[config.mk]
export PLATFORM = sky130hd
export DESIGN_NAME = caec_top
export DESIGN_NICKNAME = d
export VERILOG_FILES = /design/src/inc/caec_pkg.sv /design/src/hw/caec_top.sv
export SDC_FILE = /design/constraint.sdc
export NUM_CORES = 1
export LEC_CHECK = 0
export BUFFER_PORTS_ARGS = -buffer_cell sky130_fd_sc_hd__buf_2
export CAP_MARGIN = 20
export CORE_ASPECT_RATIO = 1.4
export CORE_MARGIN = 1
export CORE_UTILIZATION = 67
export CTS_BUF_LIST = sky130_fd_sc_hd__clkbuf_8 sky130_fd_sc_hd__clkbuf_16
export CTS_CLUSTER_SIZE = 24
export DETAILED_ROUTE_END_ITERATION = 12
export PLACE_DENSITY = 0.87
export SKIP_LAST_GASP = 1
export SYNTH_ARGS = -nofsm -noshare
export SYNTH_HDL_FRONTEND = slang
export SYNTH_SLANG_ARGS = --single-unit
[constraint.sdc]
create_clock -name core_clk -period 25.8 [get_ports core_clk]
set_clock_uncertainty 0.15 [all_clocks]
set_input_delay 5.16 -clock core_clk [delete_from_list [all_inputs] [get_ports core_clk]]
set_output_delay 5.16 -clock core_clk [all_outputs]
set_load 0.02 [all_outputs]
[src/inc/caec_pkg.sv]
// constants for the coherence agent event counting block
package caec_pkg;
   // register byte offsets
   localparam logic [7:0] CTRL0_OFF  = 8'h00;
   localparam logic [7:0] CTRL1_OFF  = 8'h04;
   localparam logic [7:0] CTRL2_OFF  = 8'h08;
   localparam logic [7:0] CTRL3_OFF  = 8'h0C;
   localparam logic [7:0] CNT0_OFF   = 8'h10;
   localparam logic [7:0] CNT1_OFF   = 8'h14;
   localparam logic [7:0] CNT2_OFF   = 8'h18;
   localparam logic [7:0] CNT3_OFF   = 8'h1C;
   localparam logic [7:0] CHECK_OFF  = 8'h20;
   localparam logic [7:0] OCC_OFF    = 8'h24;
   // control field positions
   localparam int CODE_LSB   = 0;
   localparam int MASK_LSB   = 8;
   localparam int EDGE_BIT   = 18;
   localparam int EN_BIT     = 22;
   localparam int INV_BIT    = 23;
   localparam int THR_LSB    = 24;
   localparam logic [31:0] CTRL_RST = 32'h0000_0000;
   localparam logic [31:0] CNT_RST  = 32'h0000_0000;
   // event codes
   localparam logic [7:0] EV_TICKS  = 8'h00;
   localparam logic [7:0] EV_FILL   = 8'h1F;
   localparam logic [7:0] EV_SNOOP  = 8'h33;
   localparam logic [7:0] EV_BYPASS = 8'h57;
   localparam logic [7:0] EV_READS  = 8'h59;
   localparam logic [7:0] EV_DCOPC  = 8'h6D;
   localparam logic [7:0] EV_DC     = 8'h6E;
   // occupancy added per cycle at most
   localparam logic [4:0] OCC_MAX   = 5'h14;
   localparam int NUM_CNT = 4;
   localparam logic [1:0] RESP_OKAY   = 2'h0;
   localparam logic [1:0] RESP_SLVERR = 2'h2;
endpackage

[src/hw/caec_top.sv]
// event selection and counting for the coherence agent monitor
// Contract
// - code 0x57 counts agent transactions sent around the home pipe
// - bypass mask bit 0 counts full bypasses taken
// - bypass mask bit 1 counts intermediate bypasses taken
// - bypass mask bit 2 counts misses that issued a memory read only
// - code 0x00 adds at most one per clock, on counters 0 to 3
// - code 0x33 counts cross snoops by target count and originator
// - snoop decision from opcode and presence bits; two-bit shared read skips
// - single presence bit may be modified; ownership read invalidates cores
// - snoop mask upper nibble picks originator, lower nibble target count
// - all four originator bits count from any originator
// - multi-target far socket resolved to upper nibble 0001
// - code 0x1f adds occupancy, up to 20 per cycle, on any counter, filtered by counter 0 settings
// - occupancy filtered by threshold, invert and edge detect
// - reads issued plus full bypasses equals memory read commands
//
// Design decisions made here: the address map and the AXI4-Lite interface to the registers.
`timescale 1ns/1ps
module caec_top (
   // clock and reset
   input  wire logic        core_clk,
   input  wire logic        rst,
   // axi4-lite slave
   input  wire logic [7:0]  s_axi_awaddr,
   input  wire logic        s_axi_awvalid,
   output logic             s_axi_awready,
   input  wire logic [31:0] s_axi_wdata,
   input  wire logic [3:0]  s_axi_wstrb,
   input  wire logic        s_axi_wvalid,
   output logic             s_axi_wready,
   output logic [1:0]       s_axi_bresp,
   output logic             s_axi_bvalid,
   input  wire logic        s_axi_bready,
   input  wire logic [7:0]  s_axi_araddr,
   input  wire logic        s_axi_arvalid,
   output logic             s_axi_arready,
   output logic [31:0]      s_axi_rdata,
   output logic [1:0]       s_axi_rresp,
   output logic             s_axi_rvalid,
   input  wire logic        s_axi_rready,
   // bypass pulses
   input  wire logic        bypass_full,
   input  wire logic        bypass_mid,
   input  wire logic        bypass_miss,
   input  wire logic        bypass_miss_rd,
   // memory reads issued (normal, priority)
   input  wire logic [1:0]  mem_read_issue,
   // cache lookup for snoop decision
   input  wire logic        lookup_valid,
   input  wire logic        lookup_is_read,
   input  wire logic        lookup_is_own,
   input  wire logic [3:0]  lookup_origin,
   input  wire logic [7:0]  core_presence_bits,
   // queue occupancy and direct completion pulses
   input  wire logic [4:0]  queue_occupancy,
   input  wire logic [2:0]  direct_completion_event,
   input  wire logic [7:0]  direct_completion_opcode_event,
   // snoop decision out
   output logic             snoop_cores,
   output logic             snoop_invalidate
);

   logic [31:0] ctrl [caec_pkg::NUM_CNT];
   logic [31:0] cnt  [caec_pkg::NUM_CNT];
   logic [31:0] mem_reads_issued_event;
   logic [31:0] fill_last;
   logic        occ_prev;

   // snoop decision
   wire [3:0] pres_cnt = 4'($countones(core_presence_bits));
   wire       one_core = (pres_cnt == 4'h1);
   wire       want_snp = lookup_valid && (pres_cnt != 4'h0)
                         && (lookup_is_own || one_core);
   wire       multi_tgt = (pres_cnt > 4'h1);

   // occupancy filter
   wire [7:0] thr0     = ctrl[0][caec_pkg::THR_LSB +: 8];
   wire       occ_ge   = ({3'h0, queue_occupancy} >= thr0);
   wire       occ_cond = occ_ge ^ ctrl[0][caec_pkg::INV_BIT];
   wire [4:0] occ_raw  = (queue_occupancy > caec_pkg::OCC_MAX) ? caec_pkg::OCC_MAX
                         : queue_occupancy;
   wire [4:0] occ_inc  = (thr0 == 8'h00) ? occ_raw
                         : ctrl[0][caec_pkg::EDGE_BIT] ? {4'h0, occ_cond && !occ_prev}
                         : {4'h0, occ_cond};

   // per counter increment
   logic [4:0] inc [caec_pkg::NUM_CNT];
   genvar gi;
   generate
      for (gi = 0; gi < caec_pkg::NUM_CNT; gi++) begin : g_cnt
         wire [7:0] code = ctrl[gi][caec_pkg::CODE_LSB +: 8];
         wire [7:0] msk  = ctrl[gi][caec_pkg::MASK_LSB +: 8];
         wire by_hit = (msk[0] && bypass_full) || (msk[1] && bypass_mid)
                       || (msk[2] && bypass_miss && bypass_miss_rd);
         wire sn_org = |(msk[7:4] & lookup_origin);
         wire sn_hit = want_snp && sn_org
                       && ((msk[0] && !multi_tgt) || (msk[1] && multi_tgt));
         wire rd_hit = |(msk[1:0] & mem_read_issue);
         wire dc_hit = |(msk[2:0] & direct_completion_event);
         wire do_hit = |(msk & direct_completion_opcode_event);
         always_comb begin
            unique case (code)
               caec_pkg::EV_TICKS:  inc[gi] = 5'h01;
               caec_pkg::EV_BYPASS: inc[gi] = {4'h0, by_hit};
               caec_pkg::EV_SNOOP:  inc[gi] = {4'h0, sn_hit};
               caec_pkg::EV_FILL:   inc[gi] = occ_inc;
               caec_pkg::EV_READS:  inc[gi] = {4'h0, rd_hit};
               caec_pkg::EV_DC:     inc[gi] = {4'h0, dc_hit};
               caec_pkg::EV_DCOPC:  inc[gi] = {4'h0, do_hit};
               default:             inc[gi] = 5'h00;
            endcase
         end
      end
   endgenerate

   // axi4-lite write side
   logic        aw_held;
   logic        w_held;
   logic [7:0]  aw_addr;
   logic [31:0] w_data;
   logic [3:0]  w_strb;
   assign s_axi_awready = !aw_held && !s_axi_bvalid;
   assign s_axi_wready  = !w_held && !s_axi_bvalid;
   wire        aw_now  = s_axi_awvalid && s_axi_awready;
   wire        w_now   = s_axi_wvalid && s_axi_wready;
   wire        aw_have = aw_held || aw_now;
   wire        w_have  = w_held || w_now;
   wire        do_wr   = aw_have && w_have;
   wire [7:0]  wa      = aw_held ? aw_addr : s_axi_awaddr;
   wire [31:0] wd      = w_held ? w_data : s_axi_wdata;
   wire [3:0]  ws      = w_held ? w_strb : s_axi_wstrb;
   wire        wa_ctrl = (wa[7:4] == 4'h0) && (wa[1:0] == 2'h0);
   wire        wa_cnt  = (wa[7:4] == 4'h1) && (wa[1:0] == 2'h0);
   wire [1:0]  wa_idx  = wa[3:2];
   wire [31:0] wmask   = {{8{ws[3]}}, {8{ws[2]}}, {8{ws[1]}}, {8{ws[0]}}};

   always_ff @(posedge core_clk or posedge rst) begin
      if (rst) begin
         aw_held      <= 1'b0;
         w_held       <= 1'b0;
         aw_addr      <= 8'h00;
         w_data       <= 32'h0000_0000;
         w_strb       <= 4'h0;
         s_axi_bvalid <= 1'b0;
         s_axi_bresp  <= caec_pkg::RESP_OKAY;
      end else begin
         if (aw_now) aw_addr <= s_axi_awaddr;
         if (w_now) begin
            w_data <= s_axi_wdata;
            w_strb <= s_axi_wstrb;
         end
         aw_held <= do_wr ? 1'b0 : aw_have;
         w_held  <= do_wr ? 1'b0 : w_have;
         if (do_wr) begin
            s_axi_bvalid <= 1'b1;
            s_axi_bresp  <= (wa_ctrl || wa_cnt) ? caec_pkg::RESP_OKAY : caec_pkg::RESP_SLVERR;
         end else if (s_axi_bready) begin
            s_axi_bvalid <= 1'b0;
         end
      end
   end

   // control and counters
   integer i;
   always_ff @(posedge core_clk or posedge rst) begin
      if (rst) begin
         for (i = 0; i < caec_pkg::NUM_CNT; i++) begin
            ctrl[i] <= caec_pkg::CTRL_RST;
            cnt[i]  <= caec_pkg::CNT_RST;
         end
      end else begin
         for (i = 0; i < caec_pkg::NUM_CNT; i++) begin
            if (do_wr && wa_ctrl && (wa_idx == 2'(i)))
               ctrl[i] <= (ctrl[i] & ~wmask) | (wd & wmask);
            if (do_wr && wa_cnt && (wa_idx == 2'(i)))
               cnt[i] <= (cnt[i] & ~wmask) | (wd & wmask);
            else if (ctrl[i][caec_pkg::EN_BIT])
               cnt[i] <= cnt[i] + {27'h0, inc[i]};
         end
      end
   end

   // check total, fill sample and snoop outputs
   wire [1:0] rd_sum = {1'b0, mem_read_issue[0]} + {1'b0, mem_read_issue[1]}
                       + {1'b0, bypass_full};
   always_ff @(posedge core_clk or posedge rst) begin
      if (rst) begin
         mem_reads_issued_event <= 32'h0000_0000;
         fill_last              <= 32'h0000_0000;
         occ_prev               <= 1'b0;
         snoop_cores            <= 1'b0;
         snoop_invalidate       <= 1'b0;
      end else begin
         mem_reads_issued_event <= mem_reads_issued_event + {30'h0, rd_sum};
         fill_last              <= {27'h0, occ_raw};
         occ_prev               <= occ_cond;
         snoop_cores            <= want_snp;
         snoop_invalidate       <= want_snp && lookup_is_own;
      end
   end

   // axi4-lite read side
   wire        rd_take = s_axi_arvalid && s_axi_arready;
   wire [7:0]  ra      = s_axi_araddr;
   wire        ra_ok   = (ra <= caec_pkg::OCC_OFF) && (ra[1:0] == 2'h0);
   wire [31:0] rsel    = (ra[7:4] == 4'h0) ? ctrl[ra[3:2]]
                       : (ra[7:4] == 4'h1) ? cnt[ra[3:2]]
                       : (ra == caec_pkg::CHECK_OFF) ? mem_reads_issued_event
                       : fill_last;
   assign s_axi_arready = !s_axi_rvalid;
   always_ff @(posedge core_clk or posedge rst) begin
      if (rst) begin
         s_axi_rvalid <= 1'b0;
         s_axi_rdata  <= 32'h0000_0000;
         s_axi_rresp  <= caec_pkg::RESP_OKAY;
      end else if (rd_take) begin
         s_axi_rvalid <= 1'b1;
         s_axi_rdata  <= ra_ok ? rsel : 32'h0000_0000;
         s_axi_rresp  <= ra_ok ? caec_pkg::RESP_OKAY : caec_pkg::RESP_SLVERR;
      end else if (s_axi_rready) begin
         s_axi_rvalid <= 1'b0;
      end
   end

   // assertions
   property p_ticks_one;
      @(posedge core_clk) disable iff (rst)
      (ctrl[1][7:0] == caec_pkg::EV_TICKS) && ctrl[1][caec_pkg::EN_BIT] && !do_wr
      |=> (cnt[1] == $past(cnt[1]) + 32'h1);
   endproperty
   a_ticks_one: assert property (p_ticks_one) else $error("tick count wrong");

   property p_bypass_full;
      @(posedge core_clk) disable iff (rst)
      (ctrl[2][7:0] == caec_pkg::EV_BYPASS) && ctrl[2][caec_pkg::EN_BIT] && !do_wr
      && ctrl[2][8] && bypass_full |=> (cnt[2] == $past(cnt[2]) + 32'h1);
   endproperty
   a_bypass_full: assert property (p_bypass_full) else $error("bypass missed");

   property p_bypass_mid;
      @(posedge core_clk) disable iff (rst)
      (ctrl[2][7:0] == caec_pkg::EV_BYPASS) && ctrl[2][caec_pkg::MASK_LSB + 1]
      && bypass_mid |-> (inc[2] == 5'h01);
   endproperty
   a_bypass_mid: assert property (p_bypass_mid) else $error("mid bypass missed");

   property p_bypass_nord;
      @(posedge core_clk) disable iff (rst)
      (ctrl[2][15:8] == 8'h04) && (ctrl[2][7:0] == caec_pkg::EV_BYPASS)
      && !bypass_miss_rd |-> (inc[2] == 5'h00);
   endproperty
   a_bypass_nord: assert property (p_bypass_nord) else $error("miss without read");

   property p_shared_read;
      @(posedge core_clk) disable iff (rst)
      lookup_valid && lookup_is_read && !lookup_is_own && (pres_cnt == 4'h2) |=> !snoop_cores;
   endproperty
   a_shared_read: assert property (p_shared_read) else $error("shared read snooped");

   property p_own_inv;
      @(posedge core_clk) disable iff (rst)
      lookup_valid && lookup_is_own && (pres_cnt != 4'h0) |=> snoop_invalidate;
   endproperty
   a_own_inv: assert property (p_own_inv) else $error("ownership no inval");

   property p_snoop_origin;
      @(posedge core_clk) disable iff (rst)
      (ctrl[3][7:0] == caec_pkg::EV_SNOOP) && !(|(ctrl[3][15:12] & lookup_origin))
      |-> (inc[3] == 5'h00);
   endproperty
   a_snoop_origin: assert property (p_snoop_origin) else $error("wrong origin");

   property p_snoop_multi;
      @(posedge core_clk) disable iff (rst)
      (ctrl[3][7:0] == caec_pkg::EV_SNOOP) && (ctrl[3][15:8] == 8'hF2) && lookup_valid
      && lookup_is_own && (lookup_origin != 4'h0)
      && (pres_cnt > 4'h1) |-> (inc[3] == 5'h01);
   endproperty
   a_snoop_multi: assert property (p_snoop_multi) else $error("multi snoop missed");

   property p_fill_cap;
      @(posedge core_clk) disable iff (rst)
      1'b1 |-> (inc[0] <= caec_pkg::OCC_MAX);
   endproperty
   a_fill_cap: assert property (p_fill_cap) else $error("over twenty");

   property p_edge_once;
      @(posedge core_clk) disable iff (rst)
      (ctrl[0][7:0] == caec_pkg::EV_FILL) && ctrl[0][caec_pkg::EDGE_BIT]
      && (thr0 != 8'h00) && occ_prev |-> (inc[0] == 5'h00);
   endproperty
   a_edge_once: assert property (p_edge_once) else $error("edge counted twice");

   property p_check_sum;
      @(posedge core_clk) disable iff (rst)
      bypass_full && (mem_read_issue == 2'h0)
      |=> (mem_reads_issued_event == $past(mem_reads_issued_event) + 32'h1);
   endproperty
   a_check_sum: assert property (p_check_sum) else $error("sum mismatch");

   c_write: cover property (@(posedge core_clk) disable iff (rst) do_wr);
   c_read: cover property (@(posedge core_clk) disable iff (rst) rd_take);
   c_snoop: cover property (@(posedge core_clk) disable iff (rst) snoop_invalidate);
   c_fill_edge: cover property (@(posedge core_clk) disable iff (rst) occ_cond && !occ_prev);
   c_no_snoop: cover property (@(posedge core_clk) disable iff (rst) lookup_valid && !want_snp);
endmodule

==> results of run 1 <==
power groups by stage:
stage | Sequential, uW | Clock (uW) | Combinational (uW)
after floorplan | 772 | 0 | 374
after detailed placement | 817 | 0 | 527
after global routing | 823 | 566 | 582
final | 812 | 544 | 545
after global placement | 809 | 0 | 509
after CTS | 807 | 544 | 531
final cells by class:
class	count	area (um^2)
Clock buffer	43	1030
Clock inverter	22	159
Fill cell	2280	8050
Inverter	66	255
Multi-Input combinational cell	1626	11800
Sequential cell	378	9460
Tap cell	440	551
Timing Repair Buffer	172	963
logic make-up (layout without fill, tap and decap cells):
group	after synthesis	count (layout)
adder cells (fa/ha/maj)	40	40
AND/OR/NAND/NOR	735	735
XOR/XNOR	42	42
buffers and inverters	165	303
multiplexers	194	194
flip-flops	378	378
AO/OA/AOI/OAI	613	613
other	1	2
cells in the mapped netlist, types with 19 or more instances:
library cell	count	area, um^2
dfrtp_1	378	9460
nand2_1	253	950
o21ai_0	185	926
nor2_1	131	492
a21oi_1	86	430
mux2i_1	74	741
inv_1	66	248
mux4_2	64	1440
clkbuf_1	59	221
mux2_2	55	619
nand3_1	54	270
a211oi_1	46	345
nand4_1	40	250
a22o_1	38	333
nor3_1	35	175
o211ai_1	34	255
and3_1	32	200
a22oi_1	31	233
ha_1	30	375
xnor2_1	29	254
buf_2	26	130
nand2b_1	24	150
nor4_1	22	138
a21o_1	21	158
and2_1	19	119
placed cells by master (no fill, tap or decap), types with 35 or more instances in the layout:
master	count
a211oi_1	46
a21oi_1	86
a22o_1	38
buf_2	134
buf_4	37
clkbuf_16	39
dfrtp_1	377
inv_1	73
mux2_2	55
mux2i_1	74
mux4_2	64
nand2_1	253
nand3_1	54
nand4_1	40
nor2_1	130
nor3_1	35
o21ai_0	185
worst reg2reg max path, delay by kind of cell (launching register included):
| kind | cells | cell delay [ns] |
|---|---|---|
| simple gates | 2 | 0.98 |
| buf+inv | 3 | 0.36 |
| fa+ha+maj | 3 | 0.93 |
| compound gates | 10 | 2.57 |
| flops | 1 | 0.42 |
path summary, 6_finish.rpt:
path,endpoint,depth (start not counted),slack (ns),startpoint
worst max-delay path,flip-flop,24,14.75,core_presence_bits[0]
worst min-delay path,flip-flop,2,0.33,flip-flop
worst max register to register,flip-flop,18,20.32,flip-flop
worst min register to register,flip-flop,2,0.33,flip-flop
max in group asynchronous,w_held,4,18.52,rst
min in group asynchronous,mem_reads_issued_event[17],2,4.63,rst
per-stage QoR:
step	setup WS, ns	util
CTS	14.81	0.750
detailed placement	14.26	0.713
global placement	14.32	0.713
floorplan	9.99	-
global route	14.54	0.751
finish	14.75	0.751
per-layer routing:
metal  wire (um)  up-vias
li1            -     8465
met1       25200     9570
met2       34200     1201
met3        6660      361
met4        6520        0
met5           0        -
==> results.py, run 1 <==
metrics = {
    "finish": {
        "design_area_um2": 24300,
        "n_antenna_cell": 0,
        "nets": 2418,
        "areaGrowthSynthToFinish_pct": 10.4,
        "drive_gt1_frac": 0.176,
        "instances_no_fill": 2747,
    },
    "worst_setup_path": {
        "crit_type": "primary input to flip-flop",
        "crit_slowest_cell": "o21ai_0",
        "critical_path.max_stage_delay_ns": 0.74,
        "cp_common_cell": "fa_1",
        "cp.arrival_ns": 11.28,
        "cp.required_ns": 26.03,
        "path_max_fanout": 5,
        "crit_buf_inv": 5,
        "path_cells": "buf_2 -> inv_1 -> fa_1 -> fa_1 -> fa_1 -> inv_1 -> ha_1 -> inv_1 -> fa_1 -> nor2b_1 -> a31o_2 -> and3_1 -> o21ai_1 -> nor4_1 -> or4_1 -> ha_1 -> inv_1 -> fa_1 -> nor2b_1 -> o31a_1 -> o21ai_0 -> nor3_2 -> a211oi_1 -> a221oi_1",
        "critical_path.top_delay_family": "adder cells",
        "end_kind": "flip-flop",
        "cp-start-kind": "primary input",
    },
    "routing": {
        "wire_per_inst_um": 26.4,
        "drt_first_pass_iters": 7,
        "drc_errors": 0,
        "vias_per_cell": 7.13,
        "drtAntennaViolNets": 0,
        "dr.first_iter.drc_count": 2277,
        "vias": 19600,
        "routed_wl_um": 72500,
    },
    "run_status": {
        "status": "completed",
    },
    "clocking": {
        "cts_tree": "yes",
        "cts_max_level": 2,
        "cts-root-buf": "clkbuf_16",
        "clkTransAtPathRegs_ns": 0.06,
        "clkSinkCount": 378,
        "cts-resized-gates": 0,
        "cts_made_buffers": 38,
        "clk_path_buf_depth": 3,
        "worstSkewPairLatency_ns": 0.56,
        "ctsHoldBuffers": 0,
        "cts_setup_buffers": 0,
    },
    "global_routing": {
        "grt_first_pass_wirelength_um": 111000,
        "gr-usage-all-layers": 0.442,
        "grt_util_met1": 0.521,
        "grt_max_degree": 127,
        "grt_pass1_vias": 19400,
        "grt.busiest_layer": "met2",
        "grtUsageMet3": 0.0888,
        "grt_overflow": 0,
        "grt_antenna_before_repair": 1,
        "use_met2": 0.714,
    },
    "sta": {
        "hold_ws_ns": 0.328,
        "period_needed_ns": 11.05,
        "fmax_ghz": 0.0905,
        "rsz0062_at_grt": "no",
        "finalHoldViolCount": 0,
        "post-route-period-util": 0.428,
        "slew_viol_final": 0,
        "setup_viol": 0,
        "slew_headroom": 0.182,
        "setup_tns_ns": 0,
        "worst_pin_slew_ns": 1.19,
    },
    "synthesis": {
        "synthSimpleGateAreaFrac": 0.174,
        "syn-cell-area_um2": 22000,
        "synth_xor_area_frac": 0.0167,
        "synth_compound_area_frac": 0.193,
        "synthArstFlopShare": 1.00,
        "ys_seq_elements": 378,
        "syn_inst": 2168,
        "synth_adder_area_share": 0.0262,
        "synth_edf_count": 0,
        "yosysWarnings": 0,
        "yosysUniqueCellTypes": 96,
        "synth_top_family_by_area": "compound AO/OA/AOI/OAI gates",
        "yosys-mux-area-fraction": 0.128,
        "postSynthAreaPerCell_um2": 10.1,
        "yosys_most_used_dff": "dfrtp_1",
        "ys_seq_area_frac": 0.430,
    },
    "power": {
        "clkPwrFrac": 0.286,
        "p_leak_uw": 0.0105,
        "power_uw": 1900,
        "p_sw_frac": 0.360,
        "p_int_uw": 1220,
        "power_density_nw_per_um2": 78.4,
        "vdd_drop_max_v": 0.0000986,
        "power_switching_uw": 684,
        "sequentialPowerShare": 0.427,
        "p_comb_frac": 0.287,
    },
    "run": {
        "maxCapViolCount": 0,
    },
    "floorplan": {
        "io_pins": 139,
        "core-area_um2": 32300,
        "die_h_um": 216,
        "fp-row-count": 78,
        "start_util": 0.680,
        "dieWidth_um": 155,
        "dieArea_um2": 33500,
    },
    "placed_design": {
        "place_congestion": 1.03,
        "hpwl_um": 52400,
        "io_buffers": 135,
        "placedCellCount": 2679,
        "dpl_cell_area_um2": 23000,
    },
    "hold_path": {
        "hold_path.class": "flip-flop to flip-flop",
    },
}
No activity file was read; power rests on OpenSTA's default activity.
==> run 2, diff against run 1 <==
- CORE_UTILIZATION: 67 -> 56
- PLACE_DENSITY: 0.87 -> 0.77
- clock period: 25.8 -> 8.9 ns (I/O delays scaled with it)
==> results.py, run 2 (synthesis gave the netlist of run 1 again) <==
metrics = {
    "run_status": {
        "status": "completed",
    },
    "clocking": {
        "clkTransAtPathRegs_ns": 0.06,
        "cts_made_buffers": 40,
        "cts_setup_buffers": 0,
        "worstSkewPairLatency_ns": 0.56,
        "ctsHoldBuffers": 0,
        "cts_max_level": 2,
        "clk_path_buf_depth": 3,
        "cts_tree": "yes",
        "cts-resized-gates": 0,
        "clkSinkCount": 378,
        "cts-root-buf": "clkbuf_16",
    },
    "finish": {
        "nets": 2421,
        "layout_commonest_cell": "dfrtp_1",
        "areaGrowthSynthToFinish_pct": 11.7,
        "final_cell_mix": "dfrtp_1, nand2_1, o21ai_0, buf_2, nor2_1",
        "instances_no_fill": 2838,
        "drive_gt1_frac": 0.178,
        "n_antenna_cell": 0,
        "design_area_um2": 24500,
    },
    "sta": {
        "setup_tns_ns": 0,
        "layout_setup_ws_ns": 1.47,
        "post-route-period-util": 0.835,
        "slew_headroom": 0.207,
        "worst_pin_slew_ns": 1.16,
        "fmax_ghz": 0.135,
        "period_needed_ns": 7.43,
        "rsz0062_at_grt": "no",
        "setup_viol": 0,
        "finalHoldViolCount": 0,
        "slew_viol_final": 0,
    },
    "routing": {
        "routed_wl_um": 71300,
        "vias_per_cell": 6.79,
        "wire_per_inst_um": 25.1,
        "dr.first_iter.drc_count": 2085,
        "drt_first_pass_iters": 12,
        "drc_errors": 0,
        "drtAntennaViolNets": 0,
        "vias": 19300,
    },
    "global_routing": {
        "grt_pass1_vias": 19000,
        "grt_first_pass_wirelength_um": 111000,
        "grt_overflow": 0,
        "gr-usage-all-layers": 0.364,
        "grt_max_degree": 171,
        "grt_antenna_before_repair": 1,
    },
    "floorplan": {
        "die_h_um": 236,
        "dieArea_um2": 40000,
        "dieWidth_um": 169,
        "start_util": 0.569,
        "fp-row-count": 85,
        "io_pins": 139,
        "core-area_um2": 38600,
    },
    "placed_design": {
        "detailedPlace.worstSlack_ns": 1.09,
        "io_buffers": 135,
        "hpwl_um": 51300,
        "dpl_cell_area_um2": 23100,
        "place_congestion": 0.973,
        "placedCellCount": 2760,
    },
    "worst_setup_path": {
        "cp.arrival_ns": 7.73,
        "r2r_cells": 18,
        "cp.required_ns": 9.20,
        "crit_type": "primary input to flip-flop",
        "rrSetupSlack_ns": 3.68,
        "end_kind": "flip-flop",
        "crit_start": "core_presence_bits[0]",
        "path_max_fanout": 13,
        "cp-start-kind": "primary input",
    },
    "hold_path": {
        "holdCritStartpoint": "mem_reads_issued_event[31]",
        "hold_path.class": "flip-flop to flip-flop",
    },
    "power": {
        "vdd_drop_max_v": 0.000224,
        "p_leak_uw": 0.0106,
        "power_density_nw_per_um2": 232,
    },
    "run": {
        "maxCapViolCount": 0,
    },
}
==> run 2: routing by layer <==
| metal | routed length (um) | global-route usage | vias up | share of wire |
|---|---|---|---|---|
| met3 | 5530 | 0.0554 | 293 | 0.078 |
| met1 | 25900 | 0.441 | 9452 | 0.36 |
| met2 | 34200 | 0.596 | 1076 | 0.48 |
| li1 | - | - | 8458 | - |
| met5 | 10 | 0 | - | 0.00014 |
| met4 | 5630 | 0.251 | 2 | 0.079 |
==> run 2: final cells by class <==
cell class              instances  area (um^2)
clock buffers                  43         1050
clock inverters                30          299
fillers                      3164        14100
inverters                      66          251
multi-input cells            1626        11800
flip-flops and latches        378         9460
well taps                     522          653
repair buffers                173          988
==> run 2: report_power, final <==
group / leakage [uW] / switching [uW] / total [uW] / internal (uW)
Clock: 0.000714 / 728 / 1760 / 1030
Combinational: 0.00487 / 924 / 1560 / 633
Sequential: 0.00502 / 360 / 2370 / 2010
Total: 0.0106 / 2010 / 5690 / 3680
==> run 2: worst min-delay path by stage <==
stage,depth (start not counted),end,slack (ns)
floorplan,2,flip-flop,0.29
global placement,2,flip-flop,0.31
detailed placement,2,flip-flop,0.32
CTS,2,flip-flop,0.33
global route,1,mem_reads_issued_event[31],0.35
finish,1,mem_reads_issued_event[31],0.33
==> run 2: metrics by stage <==
step           utilization  hold slack [ns]  power, uW
6_report             0.636            0.329       5690
5_1_grt              0.636            0.346       5910
4_1_cts              0.635            0.331       5660
3_5_place_dp         0.600            0.318       3910
3_3_place_gp         0.599            0.307       3840
2_1_floorplan            -            0.295       3320
==> run 2: worst max-delay path, stage by stage <==
cell      delay (ns)
buf_2           0.08
inv_1           0.04
fa_1            0.55
fa_1            0.43
fa_1            0.45
inv_1           0.07
ha_1            0.16
inv_1           0.06
fa_1            0.38
nor2b_1         0.15
a31o_2          0.22
nand2_1         0.20
mux2_2          0.20
nand4_1         0.10
o221ai_1        0.22
ha_1            0.24
inv_1           0.06
fa_1            0.39
nand2b_1        0.20
a21oi_1         0.24
o21ai_0         0.14
buf_4           0.22
nor2_1          0.68
a311oi_1        0.22
a221oi_1        0.26
